## config.mk

```make
export PLATFORM = sky130hd
export DESIGN_NAME = can_mode_fifo_control
export DESIGN_NICKNAME = d
export VERILOG_FILES = /design/src/rtl/can_mode_pkg.sv /design/src/rtl/can_mode_fifo_control.sv
export VERILOG_INCLUDE_DIRS = /design/src /design/src/rtl
export SDC_FILE = /design/constraint.sdc
export NUM_CORES = 1
export LEC_CHECK = 0
export BUFFER_PORTS_ARGS = -buffer_cell sky130_fd_sc_hd__buf_2
export CAP_MARGIN = 20
export CORE_AREA = 2 2 84 118
export DETAILED_ROUTE_END_ITERATION = 8
export DIE_AREA = 0 0 86 120
export PLACE_DENSITY_LB_ADDON = 0.12
export SYNTH_ARGS = -nofsm -noshare
export SYNTH_HDL_FRONTEND = slang
export SYNTH_SLANG_ARGS = --single-unit
```

## constraint.sdc

```tcl
create_clock -name hclk -period 2 [get_ports hclk]
set_input_delay 0.1 -clock hclk [delete_from_list [all_inputs] [get_ports hclk]]
set_output_delay 0.1 -clock hclk [all_outputs]
set_load 0.005 [all_outputs]
```

## src/rtl/can_mode_consts.svh

```systemverilog
`ifndef CAN_MODE_CONSTS_SVH
`define CAN_MODE_CONSTS_SVH

// register word offsets, taken from haddr bits 4:2
`define OFS_CTRL_ONE    3'h0
`define OFS_CTRL_TWO    3'h1
`define OFS_INT_CODE    3'h2
`define OFS_AREA_CTRL   3'h3
`define OFS_AREA_STAT   3'h4
`define OFS_LAST        3'h4

// control one field positions
`define C1_STOP_BIT     13
`define C1_ABORT_BIT    12
`define C1_REQ_MSB      10
`define C1_REQ_LSB      8
`define C1_CAP_BIT      3
`define C1_WIN_BIT      0

// control two / area control field positions
`define C2_FBC_MSB      4
`define C2_FBC_LSB      0
`define AC_BCS_MSB      15
`define AC_BCS_LSB      13
`define AC_FSA_MSB      4
`define AC_FSA_LSB      0

// reset values and limits
`define REQ_RESET       3'h4
`define FBC_MAX         5'h11
`define BCS_RESERVED    3'h7
`define IDLE_BITS       4'hb

// interrupt codes
`define IC_NONE         7'h40
`define IC_ERROR        7'h41
`define IC_WAKE         7'h42
`define IC_OVERFLOW     7'h43
`define IC_ALMOST_FULL  7'h44

`endif

```

## src/rtl/can_mode_pkg.sv

```systemverilog
package can_mode_pkg;

	typedef enum logic [2:0] {
		mode_normal  = 3'b000,
		mode_disable = 3'b001,
		mode_loop    = 3'b010,
		mode_listen  = 3'b011,
		mode_config  = 3'b100,
		mode_all     = 3'b111
	} mode_t;

	// events from the protocol engine, same clock
	typedef struct packed {
		logic       bit_tick;
		logic       tx_active;
		logic       tx_internal;
		logic       rx_msg_done;
		logic       rx_error;
		logic       rx_store;
		logic       sw_read_done;
		logic       abort_done;
		logic [4:0] filter_hit;
		logic       evt_error;
		logic       evt_wake;
		logic       evt_overflow;
		logic       evt_almost_full;
		logic       buf_evt;
		logic [3:0] buf_num;
	} engine_in_t;

	// controls toward engine and pins
	typedef struct packed {
		logic tx_out;
		logic tx_oe;
		logic rx_owned;
		logic engine_rx;
		logic err_cnt_en;
		logic active_en;
		logic module_run;
		logic capture_event;
		logic abort_req;
		logic window_sel;
		logic copy_on_error;
	} engine_out_t;

	typedef struct packed {
		logic [2:0]  req_mode;
		mode_t       cur_mode;
		logic        stop_idle;
		logic        abort;
		logic        cap_en;
		logic        register_window_select;
		logic [4:0]  fbc;
		logic [4:0]  filt;
		logic [6:0]  icode;
		logic [2:0]  bcs;
		logic [4:0]  fsa;
		logic [5:0]  wptr;
		logic [5:0]  rptr;
		logic        rx_m;
		logic        rx_s;
		logic [3:0]  idle_cnt;
		logic        wr_pend;
		logic [2:0]  wr_idx;
		logic [31:0] hrdata;
		logic        ready;
		engine_out_t eo;
	} state_t;

endpackage

```

## src/rtl/can_mode_fifo_control.sv

```systemverilog
// Design decisions made here: the placing of the registers and register access over AHB-Lite.
`timescale 1ns/1ps
`default_nettype none
`include "can_mode_consts.svh"
module can_mode_fifo_control (
	// clock and reset
	input  wire logic                       hclk,
	input  wire logic                       hresetn,
	// ahb-lite slave
	input  wire logic                       hsel,
	input  wire logic [7:0]                 haddr,
	input  wire logic [1:0]                 htrans,
	input  wire logic                       hwrite,
	input  wire logic [2:0]                 hsize,
	input  wire logic                       hready,
	input  wire logic [31:0]                hwdata,
	output logic      [31:0]                hrdata,
	output logic                            hreadyout,
	output logic                            hresp,
	// protocol engine and processor state
	input  wire can_mode_pkg::engine_in_t   eng,
	input  wire logic                       cpu_idle,
	// bus pins and engine controls
	input  wire logic                       bus_rx_pin,
	output can_mode_pkg::engine_out_t       ctl
);
	import can_mode_pkg::*;

	state_t r;
	state_t n;

	// buffers held in memory for a buffer count code
	function automatic logic [5:0] buf_total(input logic [2:0] c);
		logic [5:0] t;
		t = 6'h04;
		unique case (c)
			3'h0: t = 6'h04;
			3'h1: t = 6'h06;
			3'h2: t = 6'h08;
			3'h3: t = 6'h0c;
			3'h4: t = 6'h10;
			3'h5: t = 6'h18;
			3'h6: t = 6'h20;
			3'h7: t = 6'h20;
		endcase
		return t;
	endfunction

	// area pointer step with wrap back to the area start
	function automatic logic [5:0] step(input logic [5:0] p,
	                                    input logic [2:0] c,
	                                    input logic [4:0] s);
		logic [5:0] last;
		last = buf_total(c) - 6'h01;
		return (p >= last) ? {1'b0, s} : p + 6'h01;
	endfunction

	logic       addr_ok;
	logic       rd_take;
	logic       wr_take;
	logic       req_ok;
	logic       off_bus;
	logic       bus_idle;
	logic       in_cfg;
	logic       halted;
	logic       store;
	logic [2:0] idx;
	logic [2:0] wreq;
	logic [4:0] wfbc;
	logic [2:0] wbcs;

	assign idx     = haddr[4:2];
	assign addr_ok = (haddr[7:5] == 3'h0) && (idx <= `OFS_LAST);
	assign rd_take = hsel && hready && htrans[1] && !hwrite;
	assign wr_take = hsel && hready && htrans[1] && hwrite;
	assign in_cfg  = (r.cur_mode == mode_config);
	assign halted  = r.stop_idle && cpu_idle;
	assign wreq    = hwdata[`C1_REQ_MSB:`C1_REQ_LSB];
	assign wfbc    = hwdata[`C2_FBC_MSB:`C2_FBC_LSB];
	assign wbcs    = hwdata[`AC_BCS_MSB:`AC_BCS_LSB];

	// 101 and 110 never become a mode
	assign req_ok  = (r.req_mode != 3'h5) && (r.req_mode != 3'h6);
	// off-bus modes see no frames, so a change needs no idle gap
	assign off_bus = (r.cur_mode == mode_config) ||
	                 (r.cur_mode == mode_disable) ||
	                 (r.cur_mode == mode_loop);
	assign bus_idle = (r.idle_cnt >= `IDLE_BITS);
	// listen-all keeps what was assembled up to an error
	assign store = eng.rx_store ||
	               (r.cur_mode == mode_all && eng.rx_error);

	// next state
	always_comb begin
		n = r;
		n.ready = 1'b1;
		// pin synchroniser, first stage read only here
		n.rx_m = bus_rx_pin;
		n.rx_s = r.rx_m;

		// consecutive recessive bit count, saturating
		if (eng.bit_tick && !halted) begin
			if (!r.rx_s)
				n.idle_cnt = 4'h0;
			else if (r.idle_cnt < `IDLE_BITS)
				n.idle_cnt = r.idle_cnt + 4'h1;
		end

		// mode change only at bus idle or from an off-bus mode; config waits for tx to end
		if (req_ok && !halted && (r.req_mode != r.cur_mode) &&
		    (bus_idle || off_bus) &&
		    !(r.req_mode == mode_config && eng.tx_active)) begin
			n.cur_mode = mode_t'(r.req_mode);
		end

		// hardware clears abort; a new software set wins below
		if (eng.abort_done)
			n.abort = 1'b0;

		// latch matched filter per received message
		if (eng.rx_msg_done)
			n.filt = eng.filter_hit;

		// interrupt code by fixed priority
		if (eng.evt_error)
			n.icode = `IC_ERROR;
		else if (eng.evt_wake)
			n.icode = `IC_WAKE;
		else if (eng.evt_overflow)
			n.icode = `IC_OVERFLOW;
		else if (eng.evt_almost_full)
			n.icode = `IC_ALMOST_FULL;
		else if (eng.buf_evt)
			n.icode = {3'h0, eng.buf_num};
		else
			n.icode = `IC_NONE;

		// receive area pointers
		if (store)
			n.wptr = step(r.wptr, r.bcs, r.fsa);
		if (eng.sw_read_done)
			n.rptr = step(r.rptr, r.bcs, r.fsa);

		// ahb data phase write
		n.wr_pend = wr_take && addr_ok;
		n.wr_idx  = idx;
		if (r.wr_pend) begin
			unique case (r.wr_idx)
				`OFS_CTRL_ONE: begin
					n.req_mode = wreq;
					if (hwdata[`C1_ABORT_BIT])
						n.abort = 1'b1;
					// remaining control bits locked outside config
					if (in_cfg) begin
						n.stop_idle = hwdata[`C1_STOP_BIT];
						n.cap_en    = hwdata[`C1_CAP_BIT];
						n.register_window_select       = hwdata[`C1_WIN_BIT];
					end
				end
				`OFS_CTRL_TWO: begin
					if (in_cfg && wfbc <= `FBC_MAX)
						n.fbc = wfbc;
				end
				`OFS_AREA_CTRL: begin
					if (in_cfg) begin
						if (wbcs != `BCS_RESERVED)
							n.bcs = wbcs;
						n.fsa  = hwdata[`AC_FSA_MSB:`AC_FSA_LSB];
						n.wptr = {1'b0, hwdata[`AC_FSA_MSB:`AC_FSA_LSB]};
						n.rptr = {1'b0, hwdata[`AC_FSA_MSB:`AC_FSA_LSB]};
					end
				end
				default: begin
				end
			endcase
		end

		// read data registered in the address phase
		if (rd_take) begin
			n.hrdata = 32'h0;
			if (addr_ok) begin
				unique case (idx)
					`OFS_CTRL_ONE:
						n.hrdata = {18'h0, r.stop_idle, r.abort, 1'b0,
						            r.req_mode, r.cur_mode, 1'b0,
						            r.cap_en, 2'h0, r.register_window_select};
					`OFS_CTRL_TWO:  n.hrdata = {27'h0, r.fbc};
					`OFS_INT_CODE:
						n.hrdata = {19'h0, r.filt, 1'b0, r.icode};
					`OFS_AREA_CTRL:
						n.hrdata = {16'h0, r.bcs, 8'h0, r.fsa};
					`OFS_AREA_STAT:
						n.hrdata = {18'h0, r.wptr, 2'h0, r.rptr};
					default: n.hrdata = 32'h0;
				endcase
			end
		end

		// pin ownership and engine enables per mode in force
		n.eo.tx_out      = 1'b1;
		n.eo.tx_oe       = 1'b0;
		n.eo.rx_owned    = 1'b0;
		n.eo.err_cnt_en  = 1'b0;
		n.eo.active_en   = 1'b0;
		n.eo.engine_rx   = r.rx_s;
		unique case (r.cur_mode)
			mode_normal: begin
				n.eo.tx_out     = r.eo.module_run ? eng.tx_internal : 1'b1;
				n.eo.tx_oe      = 1'b1;
				n.eo.rx_owned   = 1'b1;
				n.eo.err_cnt_en = 1'b1;
				n.eo.active_en  = 1'b1;
			end
			mode_listen: begin
				n.eo.rx_owned = 1'b1;
			end
			mode_all: begin
				n.eo.rx_owned = 1'b1;
			end
			mode_loop: begin
				n.eo.engine_rx = eng.tx_internal;
			end
			mode_disable, mode_config: begin
				n.eo.engine_rx = 1'b1;
			end
		endcase
		n.eo.module_run    = !halted;
		n.eo.capture_event = r.cap_en && eng.rx_msg_done;
		n.eo.abort_req     = n.abort;
		n.eo.window_sel    = n.register_window_select;
		n.eo.copy_on_error = (r.cur_mode == mode_all);
	end

	// state register
	always_ff @(posedge hclk or negedge hresetn) begin
		if (!hresetn) begin
			r           <= '0;
			r.req_mode  <= `REQ_RESET;
			r.cur_mode  <= mode_config;
			r.icode     <= `IC_NONE;
			r.rx_m      <= 1'b1;
			r.rx_s      <= 1'b1;
			r.eo.tx_out <= 1'b1;
			r.eo.engine_rx <= 1'b1;
		end else begin
			r <= n;
		end
	end

	assign hrdata    = r.hrdata;
	assign hreadyout = r.ready;
	assign hresp     = 1'b0;
	assign ctl       = r.eo;
endmodule
`default_nettype wire

```

* Yosys cells after proc, flatten, opt, wreduce, memory -nomap -nowiden
Memories as Yosys holds them, arrays and structs flattened.
Cells that the tools add are included.
** Storage, ports and cells
- Register bits after elaboration :: 99
- Memory bits (read-only) :: 80
- Input port bits :: 74
- Word-level logic and storage cells :: 125
- Memories kept :: 2
** Cells by class
- $add $sub $neg :: 5
- Order comparisons :: 6
- Equality and inequality tests :: 17
- Multiplexer cells :: 30
- Reductions and logical operators :: 36
** Memory list
- (no name shown) :: depth 8, width 5, read ports 1, clocked after Yosys merged registers in 0, wr ports 0, line can_mode_fifo_control.sv:36 : unique case (c)
- (no name shown) :: depth 8, width 5, read ports 1, clocked after Yosys merged registers in 0, wr ports 0, line can_mode_fifo_control.sv:36
** Operators with widths (number)
- $pmux W16 S5 :: 1
- $mux W12 :: 3
- $mux W6 :: 6
- $mux W7 :: 5
- $logic_and A1 B1 Y1 :: 17
- $mux W16 :: 1
- $eq A3 B2 Y1 const B :: 5
- $add A6 B1 Y6 const B :: 2
- $eq A3 B3 Y1 const B :: 4
- $ge A6 B6 Y1 :: 2
- $logic_not A3 Y1 :: 4
- $sub A6 B1 Y6 const B :: 2
- $mux W5 :: 2
- $eq A3 B1 Y1 const B :: 3
- $ne A3 B3 Y1 const B :: 3
- $reduce_and A3 Y1 :: 3
- $mux W4 :: 2
- $mux W8 :: 1
- $mux W2 :: 3
- $le A5 B5 Y1 const B :: 1
- $add A4 B1 Y4 const B :: 1
- $ge A4 B4 Y1 const B :: 1
- $logic_or A1 B1 Y1 :: 4
- $lt A4 B4 Y1 const B :: 1
- other kinds (11) :: 17

* Longest topological paths before layout
- Depth after elaboration :: 11
- Gate-level depth with buffers :: 8
- Gate-level depth less buffers :: 8

* Worst setup path before layout
No wires, ideal clock.
- Kind :: register to register
- Start point :: reg r[72] (netlist name)
- End point :: reg r[57] (netlist name)
- Setup time :: 0.082 ns
- Data arrival time :: 2.040 ns
- Path slack :: -0.122 ns
- Cell stages (with the launch flop) :: 8
- Path buffers :: 0
- Clock period less this slack :: 2.122 ns
- Path through :: dfrtp_1 > nor3b_1 > ha_1 > a21oi_1 > o211ai_1 > o211ai_2 > mux2_2 > a31oi_1
** RTL lines
- start: declaration :: line can_mode_fifo_control.sv:29 : state_t r;
- start signal: assignment :: line can_mode_fifo_control.sv:246 : r <= n;

==> results_dict.tcl <==
set metrics [dict create \
    status "complete, but fails checks" \
    violations "setup timing" \
    pre_cts_ws_ns -0.164 \
    die_w_um 86 \
    seqPwrFrac 0.398 \
    max_freq_mhz 473 \
    drc_errors 0 \
    critPathMaxFanout 4 \
    place_congestion 0.829 \
    ys_seq_elements 79 \
    post-route-min-period_ns 2.11 \
    grt.overflow.total 0 \
    grt_first_pass_wirelength_mm 16.2 \
    cts-root-buf "clkbuf_16" \
    cts_made_buffers 9 \
    cap_violations 0 \
    wl_mm 10.3 \
    tightest_slew_ns 0.533 \
    drive_gt1_frac 0.323 \
    ys.flop_type "dfrtp_1" \
    max-vdd-ir-drop_mv 0.493 \
    h-tree-depth 3 \
    setup_viol 12 \
    antenna_found_initial 0 \
    core_area_um2 9300 \
    row_count 42 \
    synth_top_area_frac 0.417 \
    fillers 818 \
    cts.sinks 79 \
    io_pins 119 \
    power.internal_uw 3430 \
    final_core_util 0.561 \
    async_flop_share 1.00 \
    whs_path_depth 3 \
    p_leak_uw 0.00247 \
    rsz0062_at_grt "true" \
    grt_pass1_vias 3269 \
    finalNonFillerCells 630 \
    fin_skew_ns 0.00621 \
    power.switching_uw 1560 \
    port-buffer-count 75 \
    r2r_slack_ns -0.11 \
    dp_hpwl_mm 7.73 \
    p_per_area_nw_per_um2 955 \
    via_per_inst 5.33 \
    dieArea_um2 10300 \
    synth_edf_count 0 \
    synth_area_um2 4320 \
    swShare 0.312 \
    timing.final.ws_setup_ns -0.114 \
    worstPathRequired_ns 2.20 \
    drtAntennaViolNets 0 \
    final_hold_viol_count 0 \
    yosys-top-cells-area "dfrtp_1, buf_4, mux2_2, nand2_1, dfstp_2" \
    synth.distinct_cells 50 \
    crit_path_start_kind "flip-flop" \
    clkTransAtPathRegs_ns 0.06 \
    cp-end-kind "flip-flop" \
    final_nets 600 \
    antenna_cells 0 \
    grt_usage 0.205 \
    p_comb_frac 0.304 \
    relSlewSlack 0.645 \
    initial_utilization 0.464 \
    whs_ns 0.00546 \
    min_path_type "in2reg" \
    pwr-share-clk 0.298 \
    total_power_uw 4980 \
    die_y_um 120 \
    drt_iter0_drc 140 \
    seq_area_frac_synth 0.460 \
    clock_latency_ns 0.33 \
    layout_common_cells "buf_2, dfrtp_1, nand2_1" \
    vias 3361 \
    syn_inst 425 \
    synth.largest_area_cell "dfrtp_1" \
    r2r_cells 8 \
    syn_area_per_cell_um2 10.2 \
    dr.pass1.iters 4 \
    cts_buffer_depth 2 \
    fin_crit_sh 1.06 \
    critical_path_class "reg2reg" \
    syn_to_final_growth_pct 20.8 \
    crit_arrival_ns 2.31 \
    tritoncts "built" \
    mostFrequentLayoutCell "buf_2" \
    yosys_warnings 0 \
    grt_max_degree 48 \
    dp.cells 597 \
    slew_violations 0 \
    routedWlPerCell_um 16.4 \
]
-- synth_stat cells, types with 2 or more instances --
library cell	number
o211ai_1	9
o21ai_0	20
inv_1	3
nand4_1	3
conb_1	2
nand3_1	17
a31oi_1	3
a22oi_1	8
nand3b_1	2
o22a_1	6
nor2b_1	9
buf_2	7
o311ai_0	2
and2_1	3
nor3_1	7
ha_1	11
a22o_1	6
a211oi_1	2
clkbuf_1	5
and3_1	5
buf_4	45
dfrtp_1	72
xor2_1	2
nand2_1	57
a21oi_1	19
mux2i_1	15
nor2_1	25
mux2_2	26
o21a_1	2
xnor2_1	5
nand4b_1	2
dfstp_2	7
-- routing by layer --
layer	vias up	global-route usage	part of all wire
li1	1637	-	-
met1	1621	0.250	0.41
met2	91	0.358	0.53
met3	12	0.0378	0.040
met4	0	0.0694	0.018
met5	-	0	0
-- layout make-up --
class | count | area (um^2) | area share
multi-input cells | 303 | 2040 | 0.392
repair buffers | 119 | 763 | 0.146
clock buffers | 13 | 250 | 0.0480
well taps | 110 | 138 | 0.0264
clock inverters | 3 | 20.0 | 0.00384
inverters | 3 | 11.3 | 0.00216
flip-flops and latches | 79 | 1990 | 0.381
-- flip-flops by register name (all words and copies together) (netlist names) --
name and flops:
r 52, hrdata 16, ctl 9, hreadyout 1, n 1
-- repair_timing --
action,4_1_cts,5_1_grt
endpoints found under the setup margin,10,12
hold endpoints to repair,41,1
hold buffers,13,1
buffers inserted,3,1
pin swaps,9,3
resized for setup,13,6
-- path summary, 6_finish.rpt --
| kind | start | end |
|---|---|---|
| max | r[73] | r[56] |
| min | eng[1] | r[75] |
| max reg2reg | r[73] | r[56] |
| min reg2reg | n[52] | r[52] |
| max in group asynchronous | hresetn | r[80] |
| min in group asynchronous | hresetn | r[51] |
-- power groups by stage --
stage                     sequential, uW  clock (uW)  combinational (uW)
final                               1980        1480                1520
after global routing                2010        1610                1670
after CTS                           1980        1520                1500
after detailed placement            2010           0                1370
after global placement              2000           0                1330
after floorplan                     2010           0                 888
-- logic make-up after synthesis --
family / Yosys count / share of synthesized area
AOI/OAI and AO/OA: 86 / 0.137
xor gates and xnor gates: 7 / 0.0142
adders and majority gates: 11 / 0.0319
buffers and inverters: 61 / 0.0959
DFF: 79 / 0.460
muxes: 41 / 0.103
other: 2 / 0.00174
and+or+nand+nor: 138 / 0.157
-- critical path, stage by stage (launching register included) --
cell,delay [ns]
dfrtp_2,0.44
nor3b_4,0.25
ha_1,0.28
a21oi_2,0.14
o211ai_1,0.11
o211ai_2,0.28
buf_6,0.16
mux2i_1,0.21
o211ai_1,0.11
-- through the flow --
step,setup TNS (ns),area [um^2]
2_1_floorplan,-0.0525,4400
3_3_place_gp,-0.362,4730
3_5_place_dp,-0.999,4730
4_1_cts,-0.343,5190
5_1_grt,-2.07,5220
6_report,-0.560,5220
Note: power is estimated with default switching activity, not from simulation.
